`src/secl_pkg.sv`:
```
`default_nettype none
package secl_pkg;
    // ==========================================
    // strap levels and timing
    localparam logic [2:0] LVL_PRIMARY = 3'h1;
    localparam logic [2:0] LVL_SECONDARY = 3'h2;
    localparam int CLK_HZ = 10_000_000;
    localparam int PULSE_US = 200;
    localparam int PULSE_CYC = (PULSE_US * CLK_HZ + 999_999) / 1_000_000;
    localparam int FLT_W = 12;
    localparam int SCL_HZ = 100_000;
    localparam int SCL_QTR_CYC = CLK_HZ / (4 * SCL_HZ);
    // ==========================================
    // bus addresses and image
    localparam logic [6:0] EEPROM_ADDR = 7'h50;
    localparam logic [6:0] ADDR_BASE_A = 7'h18;
    localparam logic [6:0] ADDR_BASE_B = 7'h40;
    localparam logic [7:0] EEPROM_START = 8'h00;
    localparam int NREG = 8;
    localparam int NGROUP = 4;
    localparam int LANES_PER_GROUP = 4;
    typedef enum logic [1:0] {LD_IDLE, LD_BUSY, LD_DONE, LD_FAIL} secl_ld_e;
    typedef enum logic [1:0] {T_IDLE, T_RECV, T_WAIT, T_ACK} secl_tgt_e;
    typedef enum logic [2:0] {M_IDLE, M_START, M_BIT, M_ACK, M_STOP} secl_mst_e;
endpackage
`default_nettype wire

```
`src/secl_config_loader.sv`:
```
`default_nettype none
// What this block does
// - primary strap level: fetch configuration from eeprom as bus master
// - successful fetch in primary mode pulls load-complete output low
// - primary mode still answers as bus target before, during, after fetch
// - secondary strap level: no fetch; external master writes configuration
// - mode strap sampled at power-up and followed while running
// - load-complete released unless loaded; released in secondary mode
// - primary mode: low load request starts the fetch
// - high-speed path disabled for the whole fetch
// - secondary mode ignores the load request input
// - four power-down inputs, each owning four lanes
// - target address comes from four five-level address straps
module secl_config_loader (
    // clock and reset
    input wire logic clk_in,
    input wire logic rst_in,
    // straps, five-level values 0..4
    input wire logic [2:0] mode_strap_in,
    input wire logic [2:0] dir_a_addr_strap0_in,
    input wire logic [2:0] dir_a_addr_strap1_in,
    input wire logic [2:0] dir_b_addr_strap0_in,
    input wire logic [2:0] dir_b_addr_strap1_in,
    // control pins
    input wire logic load_req_n_in,
    input wire logic [secl_pkg::NGROUP-1:0] powerdown_group_in,
    // two-wire bus
    input wire logic scl_in,
    input wire logic sda_in,
    output logic scl_out,
    output logic scl_oe_n_out,
    output logic sda_out,
    output logic sda_oe_n_out,
    // load complete, open drain
    output logic done_n_out,
    output logic done_oe_n_out,
    // datapath control
    output logic path_enable_out,
    output logic [15:0] lane_pd_out,
    output logic [secl_pkg::NREG*8-1:0] cfg_image_out
);
    import secl_pkg::*;
    localparam int SW = 22;
    localparam int NF = NGROUP + 1;

    function automatic logic [6:0] strap_addr(input logic [6:0] base,
            input logic [2:0] s1, input logic [2:0] s0);
        return base + 7'({4'h0, s1} * 7'h05) + {4'h0, s0};
    endfunction

    // ==========================================
    // synchronisers, every pin passes two flops
    logic [SW-1:0] raw, sync1, sync2;
    logic sc_d, sd_d;
    assign raw = {scl_in, sda_in, load_req_n_in, powerdown_group_in,
        mode_strap_in, dir_a_addr_strap1_in, dir_a_addr_strap0_in,
        dir_b_addr_strap1_in, dir_b_addr_strap0_in};
    always_ff @(posedge clk_in) begin
        if (rst_in) begin
            // bus lines and request idle high: no false edge out of reset
            sync1 <= {3'b111, {(SW-3){1'b0}}};
            sync2 <= {3'b111, {(SW-3){1'b0}}};
            sc_d <= 1'b1;
            sd_d <= 1'b1;
        end else begin
            sync1 <= raw;
            sync2 <= sync1;
            sc_d <= sync2[21];
            sd_d <= sync2[20];
        end
    end
    logic sc, sd, primary, secondary;
    logic [6:0] addr_a, addr_b;
    assign sc = sync2[21];
    assign sd = sync2[20];
    // strap followed live, no latch at power-up only
    assign primary = sync2[14:12] == LVL_PRIMARY;
    assign secondary = sync2[14:12] == LVL_SECONDARY;
    assign addr_a = strap_addr(ADDR_BASE_A, sync2[11:9], sync2[8:6]);
    assign addr_b = strap_addr(ADDR_BASE_B, sync2[5:3], sync2[2:0]);

    // ==========================================
    // pulse-width filters: request and power-down
    logic [NF-1:0] flt_raw, filt;
    assign flt_raw = sync2[19:15];
    genvar gi;
    generate
        for (gi = 0; gi < NF; gi++) begin : g_flt
            logic [FLT_W-1:0] cnt, next_cnt;
            logic next_filt;
            always_comb begin
                next_cnt = '0;
                next_filt = filt[gi];
                if (flt_raw[gi] != filt[gi]) begin
                    // short glitches never reach the loader
                    if (cnt == FLT_W'(PULSE_CYC - 1)) begin
                        next_filt = flt_raw[gi];
                    end else begin
                        next_cnt = cnt + FLT_W'(1);
                    end
                end
            end
            always_ff @(posedge clk_in) begin
                if (rst_in) begin
                    cnt <= '0;
                    filt[gi] <= (gi == NGROUP);
                end else begin
                    cnt <= next_cnt;
                    filt[gi] <= next_filt;
                end
            end
        end
    endgenerate
    logic req_low;
    assign req_low = !filt[NGROUP];

    // ==========================================
    // eeprom reader
    logic m_scl_oe_n, m_sda_oe_n, m_wr, m_busy, m_done, m_fail;
    logic [$clog2(NREG)-1:0] m_idx;
    logic [7:0] m_data;
    secl_ld_e ld, next_ld;
    logic fetch_start;
    assign fetch_start = ld == LD_IDLE && primary && req_low;
    secl_eeprom_rd #(.QTR(SCL_QTR_CYC), .NBYTES(NREG)) u_rd (
        .clk_in(clk_in),
        .rst_in(rst_in),
        .start_in(fetch_start),
        .abort_in(!primary),
        .scl_in(sc),
        .sda_in(sd),
        .scl_oe_n_out(m_scl_oe_n),
        .sda_oe_n_out(m_sda_oe_n),
        .wr_valid_out(m_wr),
        .wr_idx_out(m_idx),
        .wr_data_out(m_data),
        .busy_out(m_busy),
        .done_out(m_done),
        .fail_out(m_fail)
    );

    // ==========================================
    // bus target: address match, index, data writes
    secl_tgt_e ts, next_ts;
    logic [2:0] tbit, next_tbit;
    logic [1:0] tbyte, next_tbyte;
    logic [7:0] tsh, next_tsh, tidx, next_tidx;
    logic t_oe_n, next_t_oe_n, t_wr, t_ack;
    logic start_c, stop_c, rise, fall;
    assign start_c = sc && sc_d && sd_d && !sd;
    assign stop_c = sc && sc_d && !sd_d && sd;
    assign rise = sc && !sc_d;
    assign fall = !sc && sc_d;
    always_comb begin
        next_ts = ts;
        next_tbit = tbit;
        next_tbyte = tbyte;
        next_tsh = tsh;
        next_tidx = tidx;
        next_t_oe_n = t_oe_n;
        t_wr = 1'b0;
        t_ack = 1'b1;
        if (start_c) begin
            next_ts = T_RECV;
            next_tbit = 3'h0;
            next_tbyte = 2'h0;
            next_t_oe_n = 1'b1;
        end else if (stop_c) begin
            next_ts = T_IDLE;
            next_t_oe_n = 1'b1;
        end else begin
            case (ts)
                T_RECV: if (rise) begin
                    next_tsh = {tsh[6:0], sd};
                    next_tbit = tbit + 3'h1;
                    if (tbit == 3'h7) begin
                        next_ts = T_WAIT;
                    end
                end
                T_WAIT: if (fall) begin
                    // reads are not served: read address is refused
                    if (tbyte == 2'h0) begin
                        t_ack = !tsh[0] && (tsh[7:1] == addr_a
                            || tsh[7:1] == addr_b);
                    end else if (tbyte == 2'h1) begin
                        next_tidx = tsh;
                    end else begin
                        t_wr = tidx < 8'(NREG);
                        next_tidx = tidx + 8'h01;
                    end
                    next_t_oe_n = !t_ack;
                    next_ts = t_ack ? T_ACK : T_IDLE;
                end
                T_ACK: if (fall) begin
                    next_t_oe_n = 1'b1;
                    next_tbit = 3'h0;
                    next_tbyte = (tbyte == 2'h2) ? 2'h2 : tbyte + 2'h1;
                    next_ts = T_RECV;
                end
                default: next_t_oe_n = 1'b1;
            endcase
        end
    end
    always_ff @(posedge clk_in) begin
        if (rst_in) begin
            ts <= T_IDLE;
            tbit <= 3'h0;
            tbyte <= 2'h0;
            tsh <= 8'h00;
            tidx <= 8'h00;
            t_oe_n <= 1'b1;
        end else begin
            ts <= next_ts;
            tbit <= next_tbit;
            tbyte <= next_tbyte;
            tsh <= next_tsh;
            tidx <= next_tidx;
            t_oe_n <= next_t_oe_n;
        end
    end

    // ==========================================
    // load state, image and outputs
    logic [7:0] img [NREG];
    logic [7:0] next_img [NREG];
    always_comb begin
        next_ld = ld;
        next_img = img;
        case (ld)
            LD_IDLE: if (fetch_start) next_ld = LD_BUSY;
            LD_BUSY: begin
                if (!primary) begin
                    next_ld = LD_IDLE;
                end else if (m_done) begin
                    next_ld = LD_DONE;
                end else if (m_fail) begin
                    next_ld = LD_FAIL;
                end
            end
            // held request after completion changes nothing
            LD_DONE: if (!primary) next_ld = LD_IDLE;
            default: if (!primary || !req_low) next_ld = LD_IDLE;
        endcase
        // eeprom byte wins a clash with a target write
        if (t_wr) begin
            next_img[tidx[$clog2(NREG)-1:0]] = tsh;
        end
        if (m_wr && primary) begin
            next_img[m_idx] = m_data;
        end
    end
    always_ff @(posedge clk_in) begin
        if (rst_in) begin
            ld <= LD_IDLE;
            for (int i = 0; i < NREG; i++) begin
                img[i] <= 8'h00;
            end
            scl_out <= 1'b0;
            sda_out <= 1'b0;
            done_n_out <= 1'b0;
            scl_oe_n_out <= 1'b1;
            sda_oe_n_out <= 1'b1;
            done_oe_n_out <= 1'b1;
            path_enable_out <= 1'b0;
            lane_pd_out <= 16'h0000;
            cfg_image_out <= '0;
        end else begin
            ld <= next_ld;
            img <= next_img;
            scl_out <= 1'b0;
            sda_out <= 1'b0;
            done_n_out <= 1'b0;
            scl_oe_n_out <= m_scl_oe_n;
            sda_oe_n_out <= m_sda_oe_n & t_oe_n;
            done_oe_n_out <= next_ld != LD_DONE;
            path_enable_out <= next_ld != LD_BUSY;
            for (int g = 0; g < NGROUP; g++) begin
                lane_pd_out[g*LANES_PER_GROUP +: LANES_PER_GROUP] <=
                    {LANES_PER_GROUP{filt[g]}};
            end
            for (int i = 0; i < NREG; i++) begin
                cfg_image_out[i*8 +: 8] <= next_img[i];
            end
        end
    end
endmodule
`default_nettype wire

```
`src/secl_eeprom_rd.sv`:
```
`default_nettype none
module secl_eeprom_rd #(
    parameter int QTR = secl_pkg::SCL_QTR_CYC,
    parameter int NBYTES = secl_pkg::NREG,
    parameter int IW = $clog2(NBYTES)
) (
    // clock and reset
    input wire logic clk_in,
    input wire logic rst_in,
    // control
    input wire logic start_in,
    input wire logic abort_in,
    // synchronised bus levels
    input wire logic scl_in,
    input wire logic sda_in,
    // bus drive, low enable pulls the line
    output logic scl_oe_n_out,
    output logic sda_oe_n_out,
    // image bytes and status
    output logic wr_valid_out,
    output logic [IW-1:0] wr_idx_out,
    output logic [7:0] wr_data_out,
    output logic busy_out,
    output logic done_out,
    output logic fail_out
);
    import secl_pkg::*;
    secl_mst_e st, next_st;
    logic [1:0] q, next_q, stage, next_stage;
    logic [7:0] div, next_div, sh, next_sh;
    logic [2:0] bitn, next_bitn;
    logic [IW-1:0] cnt, next_cnt;
    logic rx, next_rx, ok, next_ok;
    logic next_scl_oe_n, next_sda_oe_n, next_wr_valid, next_done, next_fail;
    logic [1:0] nq;

    // ==========================================
    // byte engine: start, address, word, restart, read
    always_comb begin
        next_st = st;
        next_q = q;
        next_stage = stage;
        next_div = div;
        next_sh = sh;
        next_bitn = bitn;
        next_cnt = cnt;
        next_rx = rx;
        next_ok = ok;
        next_scl_oe_n = scl_oe_n_out;
        next_sda_oe_n = sda_oe_n_out;
        next_wr_valid = 1'b0;
        next_done = 1'b0;
        next_fail = 1'b0;
        nq = q + 2'h1;
        if (abort_in && st != M_IDLE) begin
            next_st = M_IDLE;
            next_scl_oe_n = 1'b1;
            next_sda_oe_n = 1'b1;
        end else if (st == M_IDLE) begin
            next_scl_oe_n = 1'b1;
            next_sda_oe_n = 1'b1;
            if (start_in) begin
                next_st = M_START;
                next_q = 2'h0;
                next_div = 8'h00;
                next_stage = 2'h0;
                next_ok = 1'b0;
            end
        end else if (div != 8'(QTR - 1)) begin
            next_div = div + 8'h01;
        end else begin
            next_div = 8'h00;
            next_q = nq;
            if (nq == 2'h0) begin
                next_scl_oe_n = 1'b0;
            end
            case (st)
                M_START: begin
                    if (nq == 2'h1) begin
                        next_scl_oe_n = 1'b1;
                    end else if (nq == 2'h2) begin
                        next_sda_oe_n = 1'b0;
                    end else if (nq == 2'h0) begin
                        next_st = M_BIT;
                        next_bitn = 3'h0;
                        next_rx = 1'b0;
                        next_sh = {EEPROM_ADDR, stage != 2'h0};
                    end
                end
                M_BIT: begin
                    if (nq == 2'h1) begin
                        next_sda_oe_n = rx | sh[7];
                    end else if (nq == 2'h2) begin
                        next_scl_oe_n = 1'b1;
                    end else if (nq == 2'h3) begin
                        next_sh = {sh[6:0], sda_in};
                        // lost arbitration: release the bus and flag a failed fetch
                        if (!rx && sda_oe_n_out && !sda_in) begin
                            next_st = M_IDLE;
                            next_scl_oe_n = 1'b1;
                            next_fail = 1'b1;
                        end
                    end else begin
                        next_bitn = bitn + 3'h1;
                        if (bitn == 3'h7) begin
                            next_st = M_ACK;
                        end
                    end
                end
                M_ACK: begin
                    if (nq == 2'h1) begin
                        next_sda_oe_n = !rx || cnt == IW'(NBYTES - 1);
                    end else if (nq == 2'h2) begin
                        next_scl_oe_n = 1'b1;
                    end else if (nq == 2'h3) begin
                        // keep the ack level so a nack still ends in a stop
                        next_sh = rx ? sh : {sh[6:0], sda_in};
                        next_wr_valid = rx;
                    end else if (!rx && sh[0]) begin
                        next_st = M_STOP;
                    end else if (stage == 2'h0) begin
                        next_st = M_BIT;
                        next_stage = 2'h1;
                        next_sh = EEPROM_START;
                    end else if (stage == 2'h1) begin
                        next_st = M_START;
                        next_stage = 2'h2;
                        next_sda_oe_n = 1'b1;
                    end else if (stage == 2'h2) begin
                        next_st = M_BIT;
                        next_stage = 2'h3;
                        next_rx = 1'b1;
                        next_cnt = '0;
                    end else if (cnt == IW'(NBYTES - 1)) begin
                        next_st = M_STOP;
                        next_ok = 1'b1;
                    end else begin
                        next_st = M_BIT;
                        next_cnt = cnt + IW'(1);
                    end
                end
                M_STOP: begin
                    if (nq == 2'h1) begin
                        next_sda_oe_n = 1'b0;
                    end else if (nq == 2'h2) begin
                        next_scl_oe_n = 1'b1;
                    end else if (nq == 2'h3) begin
                        next_sda_oe_n = 1'b1;
                    end else begin
                        next_scl_oe_n = 1'b1;
                        next_st = M_IDLE;
                        next_done = ok;
                        next_fail = !ok;
                    end
                end
                default: next_st = M_IDLE;
            endcase
        end
    end

    always_ff @(posedge clk_in) begin
        if (rst_in) begin
            st <= M_IDLE;
            q <= 2'h0;
            stage <= 2'h0;
            div <= 8'h00;
            sh <= 8'h00;
            bitn <= 3'h0;
            cnt <= '0;
            rx <= 1'b0;
            ok <= 1'b0;
            scl_oe_n_out <= 1'b1;
            sda_oe_n_out <= 1'b1;
            wr_valid_out <= 1'b0;
            wr_idx_out <= '0;
            wr_data_out <= 8'h00;
            busy_out <= 1'b0;
            done_out <= 1'b0;
            fail_out <= 1'b0;
        end else begin
            st <= next_st;
            q <= next_q;
            stage <= next_stage;
            div <= next_div;
            sh <= next_sh;
            bitn <= next_bitn;
            cnt <= next_cnt;
            rx <= next_rx;
            ok <= next_ok;
            scl_oe_n_out <= next_scl_oe_n;
            sda_oe_n_out <= next_sda_oe_n;
            wr_valid_out <= next_wr_valid;
            wr_idx_out <= cnt;
            wr_data_out <= sh;
            busy_out <= next_st != M_IDLE;
            done_out <= next_done;
            fail_out <= next_fail;
        end
    end
endmodule
`default_nettype wire

```
`config.mk`:
```
export PLATFORM = sky130hd
export DESIGN_NAME = secl_config_loader
export DESIGN_NICKNAME = d
export VERILOG_FILES = /design/src/secl_pkg.sv /design/src/secl_config_loader.sv /design/src/secl_eeprom_rd.sv
export SDC_FILE = /design/constraint.sdc
export NUM_CORES = 1
export LEC_CHECK = 0
export ABC_AREA = 1
export BUFFER_PORTS_ARGS = -buffer_cell sky130_fd_sc_hd__clkbuf_2
export CAP_MARGIN = 0
export CORE_ASPECT_RATIO = 1.75
export CORE_MARGIN = 10
export CORE_UTILIZATION = 60
export CTS_CLUSTER_DIAMETER = 150
export CTS_CLUSTER_SIZE = 40
export DETAILED_ROUTE_END_ITERATION = 8
export HOLD_SLACK_MARGIN = 0.02
export PLACE_DENSITY = 0.8
export SYNTH_ARGS = -nofsm -noshare
export SYNTH_HDL_FRONTEND = slang
export SYNTH_SLANG_ARGS = --single-unit
export TNS_END_PERCENT = 100
```
`constraint.sdc`:
```
create_clock -name clk_in -period 6.4 [get_ports clk_in]
set_input_delay 1.28 -clock clk_in [delete_from_list [all_inputs] [get_ports clk_in]]
set_output_delay 1.28 -clock clk_in [all_outputs]
set_load 0.03 [all_outputs]
```
==> run summary <==
GR Util All Layers = 0.196
clock slew at reported path FFs = 0.15 ns
crit-path max FO = 55
first-pass GRT wire length = 44.8 mm
Hold Vio Cnt, Final = 0
WP data required = 6.77 ns
# nets final = 1719
initial antenna violation count = 0
status = complete, no violations
Util after Layout = 0.648
Crit. End Element = register
Distinct cells, synth = 53
Clock Sinks = 256
Pleak = 5.90 nW
Max Buffers Root-to-Sink = 3
VDD IR max = 277 uV
Post-DP HPWL = 20.2 mm
synth warn = 0
Hold Path Class = reg2reg
Yosys reg bits = 256
Die W = 127 um
die area = 26300 um^2
DRT iter0 DRCs = 709
Peak Freq = 0.365 GHz
final instance area = 12800 um^2
arrival time at the worst endpoint = 3.10 ns
Tmin final = 2.74 ns
pin count of the biggest net entering global routing = 89
cells after synthesis = 1599
Core Area = 19700 um^2
Setup-failing EPs final = 0
number of remaining DRC errors = 0
gr ovfl total = 0
Overall Power = 0.00251 W
Seq/Total Area, Yosys = 0.427
Port Buffers = 107
unrepaired setup endpoints after global routing = false
ANT nets after route = 0
area grow syn2layout = 6.45%
Initial Util = 0.609
# fillers = 1754
drt pass-1 iters = 6
Ant. Diodes = 0
Setup Skew = 0.0237 ns
share of cells above drive strength 1 = 0.113
total number of vias = 10200
Ports = 111
syn avg cell area = 7.51 um^2
Placer Congestion = 0.989
area of the multi-input gates = 5370 um^2
Post-synth EDFFs = 0
Final TNS setup = 0 ns
Die Y = 207 um
Final Max Tran Viols = 0
clock root buffer = clkbuf_16
Post-DP Area = 12500 um^2
H-Tree Depth = 1
Cell Area, Synth = 12000 um^2
Worst Max-Slew Pin Slew = 0.896 ns
WL per Instance = 14.1 um
Rel. slew slack = 0.402
Post-CTS Setup Inserts = 0
Crit Path Class = in2reg
register area = 5120 um^2
Post-CTS Hold Fix Bufs = 0
post-cts resize count = 0
Rows = 68
MaxCap Viol Count = 0
CTS Buf Count = 10
final worst path period share = 0.428
Final Hold Slack = 0.397 ns
Clk Latency, worst-skew pair = 0.50 ns
CTS tree = built
vias in the first global route = 9719
Detailed Route WL = 26.6 mm
pwr dens = 197 nW/um^2
Top FF cell, synth = dfxtp_1
ys async rst share = 0
DR vias/cell = 5.39
startpoint types = input port
==> cell usage after synthesis (3+ instances only) <==
library cell	count	area, um^2
a211oi_1	12	90.1
a21oi_1	103	515
a221oi_1	3	26.3
a31oi_1	6	37.5
buf_1	7	26.3
buf_2	7	35.0
buf_4	16	120
buf_6	7	78.8
clkbuf_1	36	135
dfxtp_1	256	5120
ha_1	44	551
inv_1	283	1060
inv_2	14	52.6
nand2_1	224	841
nand2_2	7	43.8
nand2_4	5	56.3
nand3_1	44	220
nand4_1	12	75.1
nor2_1	192	721
nor2_2	8	50.1
nor2_4	4	45.0
nor3_1	46	230
nor3b_1	16	120
nor4_1	3	18.8
o211ai_1	89	668
o211ai_2	11	138
o21ai_0	57	285
o21ai_1	30	150
or2_2	7	43.8
xnor2_1	4	35.0
xor2_1	13	114
==> through the flow <==
step | cells | setup WS (ns)
floorplan | 1601 | 4.03
global placement | 1882 | 3.16
detailed placement | 1882 | 3.12
CTS | 1894 | 3.63
global route | 1894 | 3.42
finish | 1894 | 3.66
==> logic make-up after synthesis <==
| group | synth area share |
|---|---|
| xor+xnor | 0.0124 |
| compound gates | 0.172 |
| fa+ha+maj | 0.0492 |
| flops | 0.427 |
| other cells | 0.000312 |
| simple gates | 0.213 |
| buf+inv | 0.127 |
==> report_power, final <==
part	switching, W	internal [W]
clock	0.000493	0.000321
sequential	0.00000623	0.00161
combinational	0.0000570	0.0000285
==> worst max-delay path, stage by stage <==
cell and delay, ns:
buf_2 0.48, buf_4 0.57, a21oi_1 0.08, o211ai_1 0.41
o21bai_1 0.21, a21oi_1 0.05
==> path summary, 6_finish.rpt <==
kind | end | cells after the start | start | slack (ns)
setup / recovery | g_flt[1].cnt[10]$_SDFF_PP0_ | 6 | rst_in | 3.66
hold / removal | sync2[5]$_SDFF_PP0_ | 2 | sync1[5]$_SDFF_PP0_ | 0.40
setup reg to reg | t_oe_n$_SDFFE_PP1P_ | 17 | sync2[3]$_SDFF_PP0_ | 3.71
hold reg to reg | sync2[5]$_SDFF_PP0_ | 2 | sync1[5]$_SDFF_PP0_ | 0.40
==> layer usage <==
layer | track usage | routed length [um] | up-vias | share of wire
met5 | 0 | 0 | - | 0
met4 | 0.0834 | 1140 | 0 | 0.043
met3 | 0.0251 | 1210 | 73 | 0.045
met2 | 0.362 | 13700 | 265 | 0.51
met1 | 0.214 | 10600 | 4633 | 0.40
li1 | - | - | 5237 | -
==> cells in the final DEF (no fill, tap or decap), types with 46 or more instances in the layout <==
master    synthesis  final
inv_1           283    282
dfxtp_1         256    256
nand2_1         224    224
nor2_1          192    192
clkbuf_2          0    106
a21oi_1         103    103
o211ai_1         89     89
o21ai_0          57     57
nor3_1           46     46
==> area by class of cell <==
cell class	instances	share of cell area
Multi-Input combinational cell	972	0.420
Tap cell	245	0.0240
Inverter	300	0.0882
Timing Repair Buffer	109	0.0431
Clock buffer	11	0.0215
Clock inverter	1	0.00235
Sequential cell	256	0.401
==> sequential cells by signal, indices dropped and copies added, names as in the netlist, 2 cells and up <==
register          count
u_rd.q                2
g_flt.cnt            60
u_rd.st               3
lane_pd_out           4
u_rd.div              8
tsh                   8
ld                    2
ts                    2
u_rd.bitn             3
sync2                22
u_rd.wr_data_out      8
u_rd.wr_idx_out       3
tidx                  8
sync1                22
u_rd.stage            2
filt                  5
u_rd.cnt              3
u_rd.sh               8
cfg_image_out        63
tbyte                 2
tbit                  3
Note: power is estimated with default switching activity, not from simulation.
